===== src/logic/scc_pkg.sv =====
// Purpose: Constants for the alignment capture control register bank
// Assumes: Byte-wide registers on the serial configuration port
// Notes:   Offsets are register addresses on that port
`default_nettype none
package scc_pkg;
  // ****************************************
  // Register addresses
  // ****************************************
  localparam logic [14:0] SCC_ADDR_CAPTURE = 15'h0029;
  localparam logic [14:0] SCC_ADDR_INPUT   = 15'h002A;
  localparam logic [14:0] SCC_ADDR_SUPPLY  = 15'h002B;
  localparam logic [14:0] SCC_ADDR_POS     = 15'h002C;
  localparam int          SCC_POS_BYTES    = 3;
  // ****************************************
  // Reset values
  // ****************************************
  localparam logic [7:0] SCC_RST_CAPTURE = 8'h80;
  localparam logic [7:0] SCC_RST_INPUT   = 8'h00;
  localparam logic [7:0] SCC_RST_SUPPLY  = 8'h10;
  // ****************************************
  // Field positions
  // ****************************************
  localparam int SCC_BIT_PROC_EN  = 6;
  localparam int SCC_BIT_RECV_EN  = 5;
  localparam int SCC_BIT_FINE     = 4;
  localparam int SCC_SEL_MSB      = 3;
  localparam int SCC_BIT_INVERT   = 0;
  localparam int SCC_BIT_ALIGN_PE = 1;
  localparam int SCC_BIT_CLK_PE   = 2;
  localparam int SCC_BIT_ANALOG   = 2;
  localparam int SCC_BIT_CLKRAIL  = 0;
  localparam int SCC_POS_W        = 24;
endpackage : scc_pkg
`default_nettype wire


===== src/logic/scc_sysref_ctrl.sv =====
// Purpose: Control register bank for the alignment (SYSREF) capture path
// Assumes: Serial port logic delivers address, write strobe and data on clk_i
// Notes:   Position status comes from the position detector outside this bank
//
// Function
// - Alignment events pass only while processor enable bit 6 and receiver enable bit 5 are both one; bit 6 resets zero.
// - Receiver circuit enabled while bit 5 is one; resets zero.
// - Fine step bit 4 selects smaller window delay steps.
// - Capture delay tap chosen by bits 3:0; resets zero.
// - Second register bit 0 inverts the alignment signal; resets zero.
// - Second register bit 2 selects ground-referenced sample clock input mode.
// - Second register bit 1 selects ground-referenced alignment input mode.
// - Third register resets to 0x10; bits 2 and 0 are rail suppress enables.
// - A 24-bit read-only position status is reported.
// - Each suppress enable drives its rail noise suppression control.
`default_nettype none
module scc_sysref_ctrl
  import scc_pkg::*;
(
  input  wire logic                 clk_i,
  input  wire logic                 rst_b_i,
  input  wire logic [14:0]          addr_i,
  input  wire logic                 wr_en_i,
  input  wire logic [7:0]           wr_data_i,
  output var  logic [7:0]           rd_data_o,
  input  wire logic [SCC_POS_W-1:0] capture_position_status_i,
  input  wire logic                 align_edge_i,
  output var  logic                 align_edge_o,
  output wire logic                 align_processor_enable_o,
  output wire logic                 align_receiver_enable_o,
  output wire logic                 window_fine_step_o,
  output wire logic [3:0]           capture_delay_select_o,
  output wire logic                 align_polarity_invert_o,
  output wire logic                 sample_clock_pecl_mode_o,
  output wire logic                 align_input_pecl_mode_o,
  output wire logic                 analog_rail_noise_suppress_o,
  output wire logic                 clock_rail_noise_suppress_o
);
  import scc_pkg::*;

  // ****************************************
  // Address decode
  // ****************************************
  wire logic       hit_capture = (addr_i == SCC_ADDR_CAPTURE);
  wire logic       hit_input   = (addr_i == SCC_ADDR_INPUT);
  wire logic       hit_supply  = (addr_i == SCC_ADDR_SUPPLY);
  wire logic       hit_pos0    = (addr_i == SCC_ADDR_POS);
  wire logic       hit_pos1    = (addr_i == SCC_ADDR_POS + 15'h0001);
  wire logic       hit_pos2    = (addr_i == SCC_ADDR_POS + 15'h0002);
  wire logic [7:0] capture_reg;
  wire logic [7:0] input_reg;
  wire logic [7:0] supply_reg;

  // ****************************************
  // Registers
  // ****************************************
  scc_reg8 #(.RESET_VALUE(SCC_RST_CAPTURE)) u_capture (
    .clk_i     (clk_i),
    .rst_b_i   (rst_b_i),
    .wr_en_i   (wr_en_i && hit_capture),
    .wr_data_i (wr_data_i),
    .value_o   (capture_reg)
  );
  scc_reg8 #(.RESET_VALUE(SCC_RST_INPUT)) u_input (
    .clk_i     (clk_i),
    .rst_b_i   (rst_b_i),
    .wr_en_i   (wr_en_i && hit_input),
    .wr_data_i (wr_data_i),
    .value_o   (input_reg)
  );
  scc_reg8 #(.RESET_VALUE(SCC_RST_SUPPLY)) u_supply (
    .clk_i     (clk_i),
    .rst_b_i   (rst_b_i),
    .wr_en_i   (wr_en_i && hit_supply),
    .wr_data_i (wr_data_i),
    .value_o   (supply_reg)
  );

  // ****************************************
  // Control outputs
  // ****************************************
  assign align_processor_enable_o     = capture_reg[SCC_BIT_PROC_EN];
  assign align_receiver_enable_o      = capture_reg[SCC_BIT_RECV_EN];
  assign window_fine_step_o           = capture_reg[SCC_BIT_FINE];
  assign capture_delay_select_o       = capture_reg[SCC_SEL_MSB:0];
  assign align_polarity_invert_o      = input_reg[SCC_BIT_INVERT];
  assign align_input_pecl_mode_o      = input_reg[SCC_BIT_ALIGN_PE];
  assign sample_clock_pecl_mode_o     = input_reg[SCC_BIT_CLK_PE];
  assign analog_rail_noise_suppress_o = supply_reg[SCC_BIT_ANALOG];
  assign clock_rail_noise_suppress_o  = supply_reg[SCC_BIT_CLKRAIL];

  // ****************************************
  // Alignment edge gating
  // ****************************************
  wire logic next_align_edge = align_edge_i ^ input_reg[SCC_BIT_INVERT];
  always_ff @(posedge clk_i or negedge rst_b_i) begin
    if (!rst_b_i) begin
      align_edge_o <= 1'b0;
    end else begin
      align_edge_o <= next_align_edge && capture_reg[SCC_BIT_PROC_EN]
                      && capture_reg[SCC_BIT_RECV_EN];
    end
  end

  // ****************************************
  // Read back
  // ****************************************
  wire logic [7:0] next_rd_data =
    hit_capture ? capture_reg :
    hit_input   ? input_reg :
    hit_supply  ? supply_reg :
    hit_pos0    ? capture_position_status_i[7:0] :
    hit_pos1    ? capture_position_status_i[15:8] :
    hit_pos2    ? capture_position_status_i[23:16] :
                  8'h00;
  always_ff @(posedge clk_i or negedge rst_b_i) begin
    if (!rst_b_i) begin
      rd_data_o <= 8'h00;
    end else begin
      rd_data_o <= next_rd_data;
    end
  end
endmodule // scc_sysref_ctrl
`default_nettype wire


===== src/logic/scc_reg8.sv =====
// Purpose: One byte-wide read/write control register
// Assumes: Write strobe from the same clock
// Notes:   Resets to a parameter value
`default_nettype none
module scc_reg8 #(
  parameter logic [7:0] RESET_VALUE = 8'h00
) (
  input  wire logic       clk_i,
  input  wire logic       rst_b_i,
  input  wire logic       wr_en_i,
  input  wire logic [7:0] wr_data_i,
  output var  logic [7:0] value_o
);
  always_ff @(posedge clk_i or negedge rst_b_i) begin
    if (!rst_b_i) begin
      value_o <= RESET_VALUE;
    end else if (wr_en_i) begin
      value_o <= wr_data_i;
    end
  end
endmodule // scc_reg8
`default_nettype wire


===== config.mk =====
export PLATFORM = sky130hd
export DESIGN_NAME = scc_sysref_ctrl
export DESIGN_NICKNAME = d
export VERILOG_FILES = /design/src/logic/scc_pkg.sv /design/src/logic/scc_sysref_ctrl.sv /design/src/logic/scc_reg8.sv
export SDC_FILE = /design/constraint.sdc
export NUM_CORES = 1
export LEC_CHECK = 0
export ABC_AREA = 1
export BUFFER_PORTS_ARGS = -buffer_cell sky130_fd_sc_hd__buf_4
export CAP_MARGIN = 10
export CORE_MARGIN = 1.5
export CORE_UTILIZATION = 45
export DETAILED_ROUTE_END_ITERATION = 12
export PLACE_DENSITY_LB_ADDON = 0.3
export SYNTH_ARGS = -nofsm -noshare
export SYNTH_HDL_FRONTEND = slang
export SYNTH_SLANG_ARGS = --single-unit

===== constraint.sdc =====
create_clock -name clk_i -period 1.4 [get_ports clk_i]
set_clock_uncertainty 0.1 [all_clocks]
set_input_delay 0.14 -clock clk_i [delete_from_list [all_inputs] [get_ports clk_i]]
set_output_delay 0.14 -clock clk_i [all_outputs]
set_load 0.05 [all_outputs]

After elaboration in Yosys (flattened, before gate mapping) --
Index checks and enable logic that the tools add are counted.
Cells by class: mux-type cells 6, bitwise logic cells 1, shift operators 0, eq/ne operators 6, $mul 0, div/mod/pow operators 0, magnitude comparators 0, add/subtract/negate cells 0, reduce and logical (&&, ||, !) cells 5
Operator list (number):
- $eq A15 B6 Y1 const B | 6
- $mux W8 | 6
- $logic_and A1 B1 Y1 | 5
- $xor A1 B1 Y1 | 1
Word-level totals: latch bits 0, register bits after elaboration 33, memories 0, ROM bits 0, output and inout port bits 21, word-level logic and storage cells 23, memory bits (writable) 0, bits of input ports 51

Depth between registers and ports, before layout --
Gate-level depths: netlist of run 1.
depth after elaboration 7, mapped depth 12, mapped depth without buffers 11

Cells and area by module --
From an unflattened synthesis of run 1, not the netlist that was laid out.
Unflattened totals: cells, all modules 279, area total of the unflattened synthesis 1976.9 um^2
By module, submodules not included:
- scc_sysref_ctrl | seq. area each 225.2 um^2, cells an instance 177, instances 1, area an instance 1058.5 um^2
- scc_reg8 (u_capture ...) | seq. area each 201.4 um^2, cells an instance 34, instances 2, area an instance 306.5 um^2
- scc_reg8 (u_input) | seq. area each 200.2 um^2, cells an instance 34, instances 1, area an instance 305.3 um^2

Worst setup path after synthesis of run 1 --
OpenSTA, ideal clock, no wires.
kind in2reg, start in addr_i[0], end reg rd_data_o[5], arrival time 1.100 ns, cell stages on the path 12, setup time 0.118 ns, buffers on the path 2, path slack 0.082 ns, required time 1.182 ns, cells stage by stage inv_1 > buf_6 > nand2_1 > nor2_2 > nand3_1 > buf_2 > o21ai_1 > inv_1 > nand2_1 > nand2_1 > nand2_1 > nand2_1
Between the ends: cells in the longest elaborated chain, start to end 7, elaborated cells between the ends (all ways) 12, those cells by class 6 x eq/ne; 6 x mux
RTL lines:
- start, declared | line scc_sysref_ctrl.sv:22 | input wire logic [14:0] addr_i,
- $eq A15 B6 Y1 | line scc_sysref_ctrl.sv:49 | wire logic hit_pos2 = (addr_i == SCC_ADDR_POS + 15'h0002);
- $mux W8 | line scc_sysref_ctrl.sv:114 | hit_pos2 ? capture_position_status_i[23:16] :
- $mux W8 | line scc_sysref_ctrl.sv:113 | hit_pos1 ? capture_position_status_i[15:8] :
- $mux W8 | line scc_sysref_ctrl.sv:112 | hit_pos0 ? capture_position_status_i[7:0] :
- $mux W8 | line scc_sysref_ctrl.sv:111 | hit_supply ? supply_reg :
- $mux W8 | line scc_sysref_ctrl.sv:110 | hit_input ? input_reg :
- $mux W8 * | line scc_sysref_ctrl.sv:109 | hit_capture ? capture_reg :
- named net next_rd_data[5] | line scc_sysref_ctrl.sv:108 | wire logic [7:0] next_rd_data =
- end signal, assigned | line scc_sysref_ctrl.sv:120 | rd_data_o <= next_rd_data;
- end, declared | line scc_sysref_ctrl.sv:25 | output var logic [7:0] rd_data_o,
Mark *: on every way through the listed nets, which the timed path passes. The rest lies on a longest branch. A chain may end at the register's enable or synchronous reset.

Final worst setup path of run 1 --
start in addr_i[14], end reg rd_data_o[2]
The elaborated chain is that of the path after synthesis.

==> results of run 1 <==
## Yosys cell counts, types with 5 or more instances
cell type / number
nand2_1: 104
inv_1: 32
dfrtp_1: 31
nand3_1: 25
o21ai_0: 17
nor2_1: 16
o211ai_1: 8
buf_2: 7
buf_4: 6
a31oi_1: 5
o21ai_1: 5
## stage by stage
stage,utilization,setup TNS (ns)
2_1_floorplan,-,0
3_3_place_gp,0.644,-2.38
3_5_place_dp,0.644,-3.45
4_1_cts,0.693,0
5_1_grt,0.718,-0.0953
6_report,0.718,0
## critical path, stage by stage
cell and delay (ns):
buf_4 0.11, nor2_1 0.09, nand2_1 0.10, nor2_4 0.19
nand2_2 0.12, nor3_4 0.17, buf_12 0.15, buf_12 0.11
a31oi_1 0.04, nand2_1 0.09, nand2_1 0.05
## flip-flops by register name, summed over array words and instances (netlist names)
signal and flops:
u_capture.value_o 8, u_supply.value_o 8, u_input.value_o 8, align_edge_o 1
rd_data_o 8
## kinds of logic (layout without fill, tap and decap cells)
group / after synthesis / count (layout) / share of synthesized area
compound gates: 39 / 39 / 0.112
simple gates: 160 / 160 / 0.359
buf+inv: 48 / 146 / 0.111
flops: 33 / 33 / 0.419
## worst max path at each step
stage                from            to  slack [ns]  depth (start not counted)
2_1_floorplan   addr_i[0]  rd_data_o[5]        0.08                         12
3_3_place_gp   addr_i[11]  rd_data_o[7]       -0.15                         12
3_5_place_dp   addr_i[11]  rd_data_o[7]       -0.19                         12
4_1_cts        addr_i[11]  rd_data_o[7]        0.11                         12
5_1_grt        addr_i[14]  rd_data_o[3]       -0.05                         12
6_report       addr_i[14]  rd_data_o[2]        0.11                         11
## routing by layer
| layer | vias up | part of all wire |
|---|---|---|
| li1 | 1080 | - |
| met1 | 1006 | 0.40 |
| met2 | 85 | 0.51 |
| met3 | 10 | 0.068 |
| met4 | 0 | 0.017 |
| met5 | - | 0 |
## power by group
| part | total (mW) | internal (mW) | leakage (nW) | switching, mW |
|---|---|---|---|---|
| logic | 0.240 | 0.132 | 1.15 | 0.108 |
| registers | 0.955 | 0.954 | 0.407 | 0.000395 |
| clock network | 0.790 | 0.444 | 0.0542 | 0.346 |
| total | 1.99 | 1.53 | 1.61 | 0.454 |
## timing repair
action | in CTS | in global routing
hold buffers | 10 | 0
endpoints found under the setup margin | 0 | 14
hold endpoints to repair | 46 | 0
resized for setup | 0 | 9
buffers inserted | 0 | 2
## area by class of cell
type,instances,area (um2),share of cell area
Clock buffer,7,96.3,0.0326
Clock inverter,1,5.00,0.00169
Multi-Input combinational cell,199,951,0.322
Inverter,34,128,0.0432
Tap cell,50,62.6,0.0212
Sequential cell,33,828,0.280
Timing Repair Buffer,104,886,0.300
## cell usage in the layout, fill, tap and decap left out, types with 4 or more instances in the layout
master / synthesis / routed
a21oi_1: 4 / 4
nand2_1: 104 / 103
dfrtp_1: 31 / 31
nand3_1: 25 / 24
buf_4: 6 / 87
clkbuf_8: 0 / 7
a31oi_1: 5 / 5
nor2_1: 16 / 16
inv_1: 32 / 32
o21ai_0: 17 / 15
dlygate4sd3_1: 0 / 10
o211ai_1: 8 / 8
nor2_4: 3 / 4
o21ai_1: 5 / 5
==> run metrics, run 1 <==
Vias/cell=between 5 and 6; Clock Sinks=33; GRT Resource Usage Total=0.234; Synth warnings=0; Hold Path Depth=3; largest net degree at the start of global routing=34; Clk Latency, worst-skew pair=0.28 ns; dpl ws=-0.192 ns; final net count=around 430; Synth Flop Type=dfrtp_1; Power Density=between 600 and 700 nW/um2; Final setup viols=0; Reg-to-Reg Start=u_supply.value_o[0]; Design Power=1.99 mW; Post-synth EDFFs=0; Synth Register Bits=33; Worst Hold Class=input port to register; VDD IR-drop max=between 0.5 and 0.6 mV; clock-pin transition on the worst setup and hold timing paths=around 0.070 ns; Max Cap Viol=0; CP Capture Type=register; Die ar.=around 4800 um2; met3 usage=0.0596; register area share after synthesis=0.419; worst hold slack=approximately 0.05 ns; placed cell area=around 2700 um2; worst flop-to-flop path endpoint=rd_data_o[0]; P_leak=~1.6 nW; GR peak layer=met2; Clock Path Buffers=2; Synth Cell Area=around 2000 um2; Final Non-Filler Cells=~430; Synth area leaders=dfrtp_1, nand2_1, nand3_1; # DRC=0; RSZ-0062 raised after global routing=yes; clock root cell=clkbuf_8; routed len/inst=13.2 um; die extent in x=69.3 um; Routed Antenna Nets=0; M2 GR Usage=0.415; std cell rows=23; M1 GR Usage=0.295; Iter 0 DRT Violations=between 200 and 250; die span in y=about 69 um; Placeable Area=between 4000 and 5000 um2; first-pass GRT wire length=around 9.1 mm; critical path fanouts, max=6; initial antenna violation count=0; fin area=between 2000 and 3000 um2; final setup margin=0.113 ns; CTS tree=yes; Mean Syn Cell Area=between 7 and 8 um2; CP Launch Type=input port; Cell variety after synth=23; asr flop ratio synth=1.00; fillers=315; FF-to-FF path depth=4; Num CTS Buffers=5; Slew @ Worst Pin=slightly above 0.4 ns; placed cell count=approximately 410; Vias=~2.2k; Pre-antenna DRT Iters=5; share of cells above drive strength 1=0.320; # IOs=between 70 and 80; vias in the first global route=between 2k and 2.5k; htree depth=2; hold_sp=wr_en_i; PortBufs=between 70 and 80; Worst R2R Setup Slack=0.37 ns; syn nets=between 300 and 400; max-slew violation count=0; Fmax=0.777 GHz; dpl hpwl=4.03 mm; type of the worst setup path=input port to register; run status=finished clean; initial core utilization=0.481; synthesized instance count=280; Inserted Diodes=0; Worst EP required=roughly 1.5 ns; total gr overflow=0; GPL Wtd Cong=around 0.9; Detailed Route WL=about 5.7 mm; Hold Crit Endpoint=u_capture.value_o[7]; cell taking the most area after synthesis=dfrtp_1; Synth top area share=0.392; final hold vios=0; Max-slew headroom=0.730; min Tclk post-route=roughly 1.3 ns; crit path DAT=about 1.4 ns; part of the cycle the worst path needs=0.919; P&R area growth vs syn=49.5%
No activity file was read; power rests on OpenSTA's default activity.
==> inputs of run 2 (changes only) <==
--- a/config.mk
+++ b/config.mk
@@ -5,7 +5,6 @@
 export SDC_FILE = /design/constraint.sdc
 export NUM_CORES = 1
 export LEC_CHECK = 0
-export ABC_AREA = 1
 export BUFFER_PORTS_ARGS = -buffer_cell sky130_fd_sc_hd__buf_4
 export CAP_MARGIN = 10
 export CORE_MARGIN = 1.5
==> run 2 against run 1 <==
Effect of this change:
- global-route usage increased by 0.70 points
- design area decreased by 11%
- die area decreased by 8.5%
- register-to-register slack got worse by 0.21 ns
- combinational power increased by 29%
- final cell count decreased by 31%
- hold slack got worse by 0.043 ns
- maximum frequency decreased by 5.9%
- synthesized cell count decreased by 46%
- critical path depth decreased by 5
- largest cell class unchanged
- largest power group unchanged
- highest routed layer unchanged
==> run metrics, run 2 <==
P_leak=roughly 1.3 nW; VDD IR-drop max=between 0.5 and 0.6 mV; syn nets=around 200; worst hold slack=0.00659 ns; Synth Register Bits=33; Max Cap Viol=0; Clock Sinks=33; critical path fanouts, max=8; final net count=between 200 and 300; Synth Cell Area=roughly 1800 um2; compound-cell area share of the yosys netlist=0.128; most frequent cell after synthesis=dfrtp_1; FF-to-FF path depth=4; Mean Syn Cell Area=approximately 12 um2; worst flop-to-flop path endpoint=rd_data_o[4]; Commonest cells post-synth=dfrtp_1, mux2_2, a21oi_1, nand2_1, mux2_4; Synth area leaders=dfrtp_1, mux2_2, mux2_4; asr flop ratio synth=1.00; Vias/cell=5.42; Placeable Area=roughly 3700 um2; Routed Antenna Nets=0; Vias=about 1.6k; fillers=between 300 and 400; dpl hpwl=3.45 mm; Inserted Diodes=0; CP Launch Type=input port; Synth top area share=0.431; Pre-antenna DRT Iters=4; largest net degree at the start of global routing=34; Synth Area in XOR/XNOR=0.00486; Slew @ Worst Pin=0.423 ns; worst setup path end=u_supply.value_o[3]; clock root cell=clkbuf_8; P&R area growth vs syn=46.4%; htree depth=2; Worst R2R Setup Slack=0.16 ns; Power Density=around 760 nW/um2; synthesized-area fraction occupied by adder cells=0; Clock Path Buffers=2; Iter 0 DRT Violations=74; # DRC=0; synthesized instance count=151; Cell variety after synth=37; GPL Wtd Cong=0.797; std cell rows=22; register area share after synthesis=0.460; share of cells above drive strength 1=0.577; commonest non-fill, non-tap cell in the layout=buf_4; Reg-to-Reg Start=u_supply.value_o[4]; # IOs=72; Design Power=roughly 2.0 mW; final setup margin=about 0.033 ns; final hold vios=0; initial antenna violation count=0; Worst Hold Class=input port to register; Detailed Route WL=4.81 mm; dpl ws=-0.335 ns; total gr overflow=0; CP Capture Type=register; GRT Resource Usage Total=0.241; Synth Flop Type=dfrtp_1; Die ar.=between 4000 and 5000 um2; CTS tree=yes; min Tclk post-route=1.37 ns; Crit. Startpoint=addr_i[7]; most frequent cells in the layout=buf_4, dfrtp_1, mux2_2, nand2_1, a21oi_1; RSZ-0062 raised after global routing=yes; initial core utilization=0.481; Num CTS Buffers=5; clock-pin transition on the worst setup and hold timing paths=approximately 0.060 ns; crit path DAT=1.44 ns; Fmax=roughly 0.73 GHz; die extent in x=roughly 66 um; PortBufs=71; first-pass GRT wire length=roughly 7.7 mm; cell taking the most area after synthesis=dfrtp_1; fin area=2640 um2; Fin Setup TNS=0 ns; Clk Latency, worst-skew pair=just under 0.3 ns; run status=finished clean; mux share of post-synthesis cell area=0.216; Post-synth EDFFs=0; Worst EP required=about 1.5 ns; Final setup viols=0; max-slew violation count=0; Max-slew headroom=0.718; type of the worst setup path=input port to register; part of the cycle the worst path needs=0.977; vias in the first global route=1,595; placed cell area=approximately 2500 um2; die span in y=~66 um; Simple-Gate Fraction of Synth Area=0.148; routed len/inst=about 16 um; main combinational cell family by area after synthesis=multiplexers; Synth warnings=0
==> run 2: changes by cell type in the layout (fill, tap and decap cells not counted), moves of 9 or more <==
| cell | change |
|---|---|
| mux2_2 | +21 |
| nand2_1 | -90 |
| nand3_1 | -23 |
| nor2_1 | -14 |
| a21oi_1 | +9 |
| inv_1 | -27 |
==> run 2: worst min-delay path by stage <==
stage / from / endpoint / slack (ns) / cells after the start
floorplan: rst_b_i / align_edge_o / -0.26 / 0
global placement: rst_b_i / u_supply.value_o[0] / 0.008 / 1
detailed placement: rst_b_i / u_supply.value_o[0] / 0.008 / 1
CTS: wr_data_i[6] / u_supply.value_o[6] / 0.00002 / 2
global route: wr_data_i[6] / u_supply.value_o[6] / 0.0009 / 2
finish: wr_data_i[7] / u_supply.value_o[7] / 0.007 / 2
==> run 2: cell type report <==
cell class | instances | area [um2] | area share
Sequential cell | 33 | 830 | 0.315
Tap cell | 48 | 60.1 | 0.0228
Inverter | 5 | 18.8 | 0.00712
Timing Repair Buffer | 96 | 743 | 0.282
Multi-Input combinational cell | 104 | 896 | 0.340
Clock buffer | 8 | 90.1 | 0.0342
==> run 2: through the flow <==
| step | instances | util |
|---|---|---|
| 6_report | 294 | 0.705 |
| 5_1_grt | 294 | 0.705 |
| 4_1_cts | 294 | 0.703 |
| 3_5_place_dp | 278 | 0.658 |
| 3_3_place_gp | 278 | 0.658 |
| 2_1_floorplan | 151 | - |
==> run 2: repair_timing <==
| item | 4_1_cts | 5_1_grt |
|---|---|---|
| endpoints found under the setup margin | 15 | 19 |
| setup buffers | 2 | 0 |
| pin swaps | 3 | 4 |
| hold buffers | 6 | 0 |
| endpoints found under the hold margin | 38 | 0 |
| gates resized for setup | 0 | 2 |
==> run 2: critical path: stages <==
cell and delay (ns):
buf_4 0.12, nor4_4 0.33, buf_4 0.18, nand3_4 0.08
nor2_8 0.26, mux2_4 0.33
==> run 2: where the power goes <==
group | switching, mW | leakage [nW] | total, mW | internal (mW)
Sequential | 0.000359 | 0.452 | 0.955 | 0.954
Clock | 0.341 | 0.0455 | 0.742 | 0.401
Combinational | 0.136 | 0.828 | 0.310 | 0.175
Total | 0.477 | 1.33 | 2.01 | 1.53
==> run 2: cells by family (layout without fill, tap and decap cells) <==
group                     Yosys count  in the layout
and+or+nand+nor                    34             34
buffers and inverters              14            109
DFF                                33             33
muxes                              32             32
xor gates and xnor gates            1              1
AOI/OAI and AO/OA                  37             37
==> run 2: metal layers <==
| layer | vias up | share of wire | track usage |
|---|---|---|---|
| li1 | 738 | - | - |
| met1 | 770 | 0.40 | 0.309 |
| met2 | 74 | 0.50 | 0.395 |
| met3 | 12 | 0.074 | 0.0511 |
| met4 | 0 | 0.022 | 0.0995 |
| met5 | - | 0 | 0 |
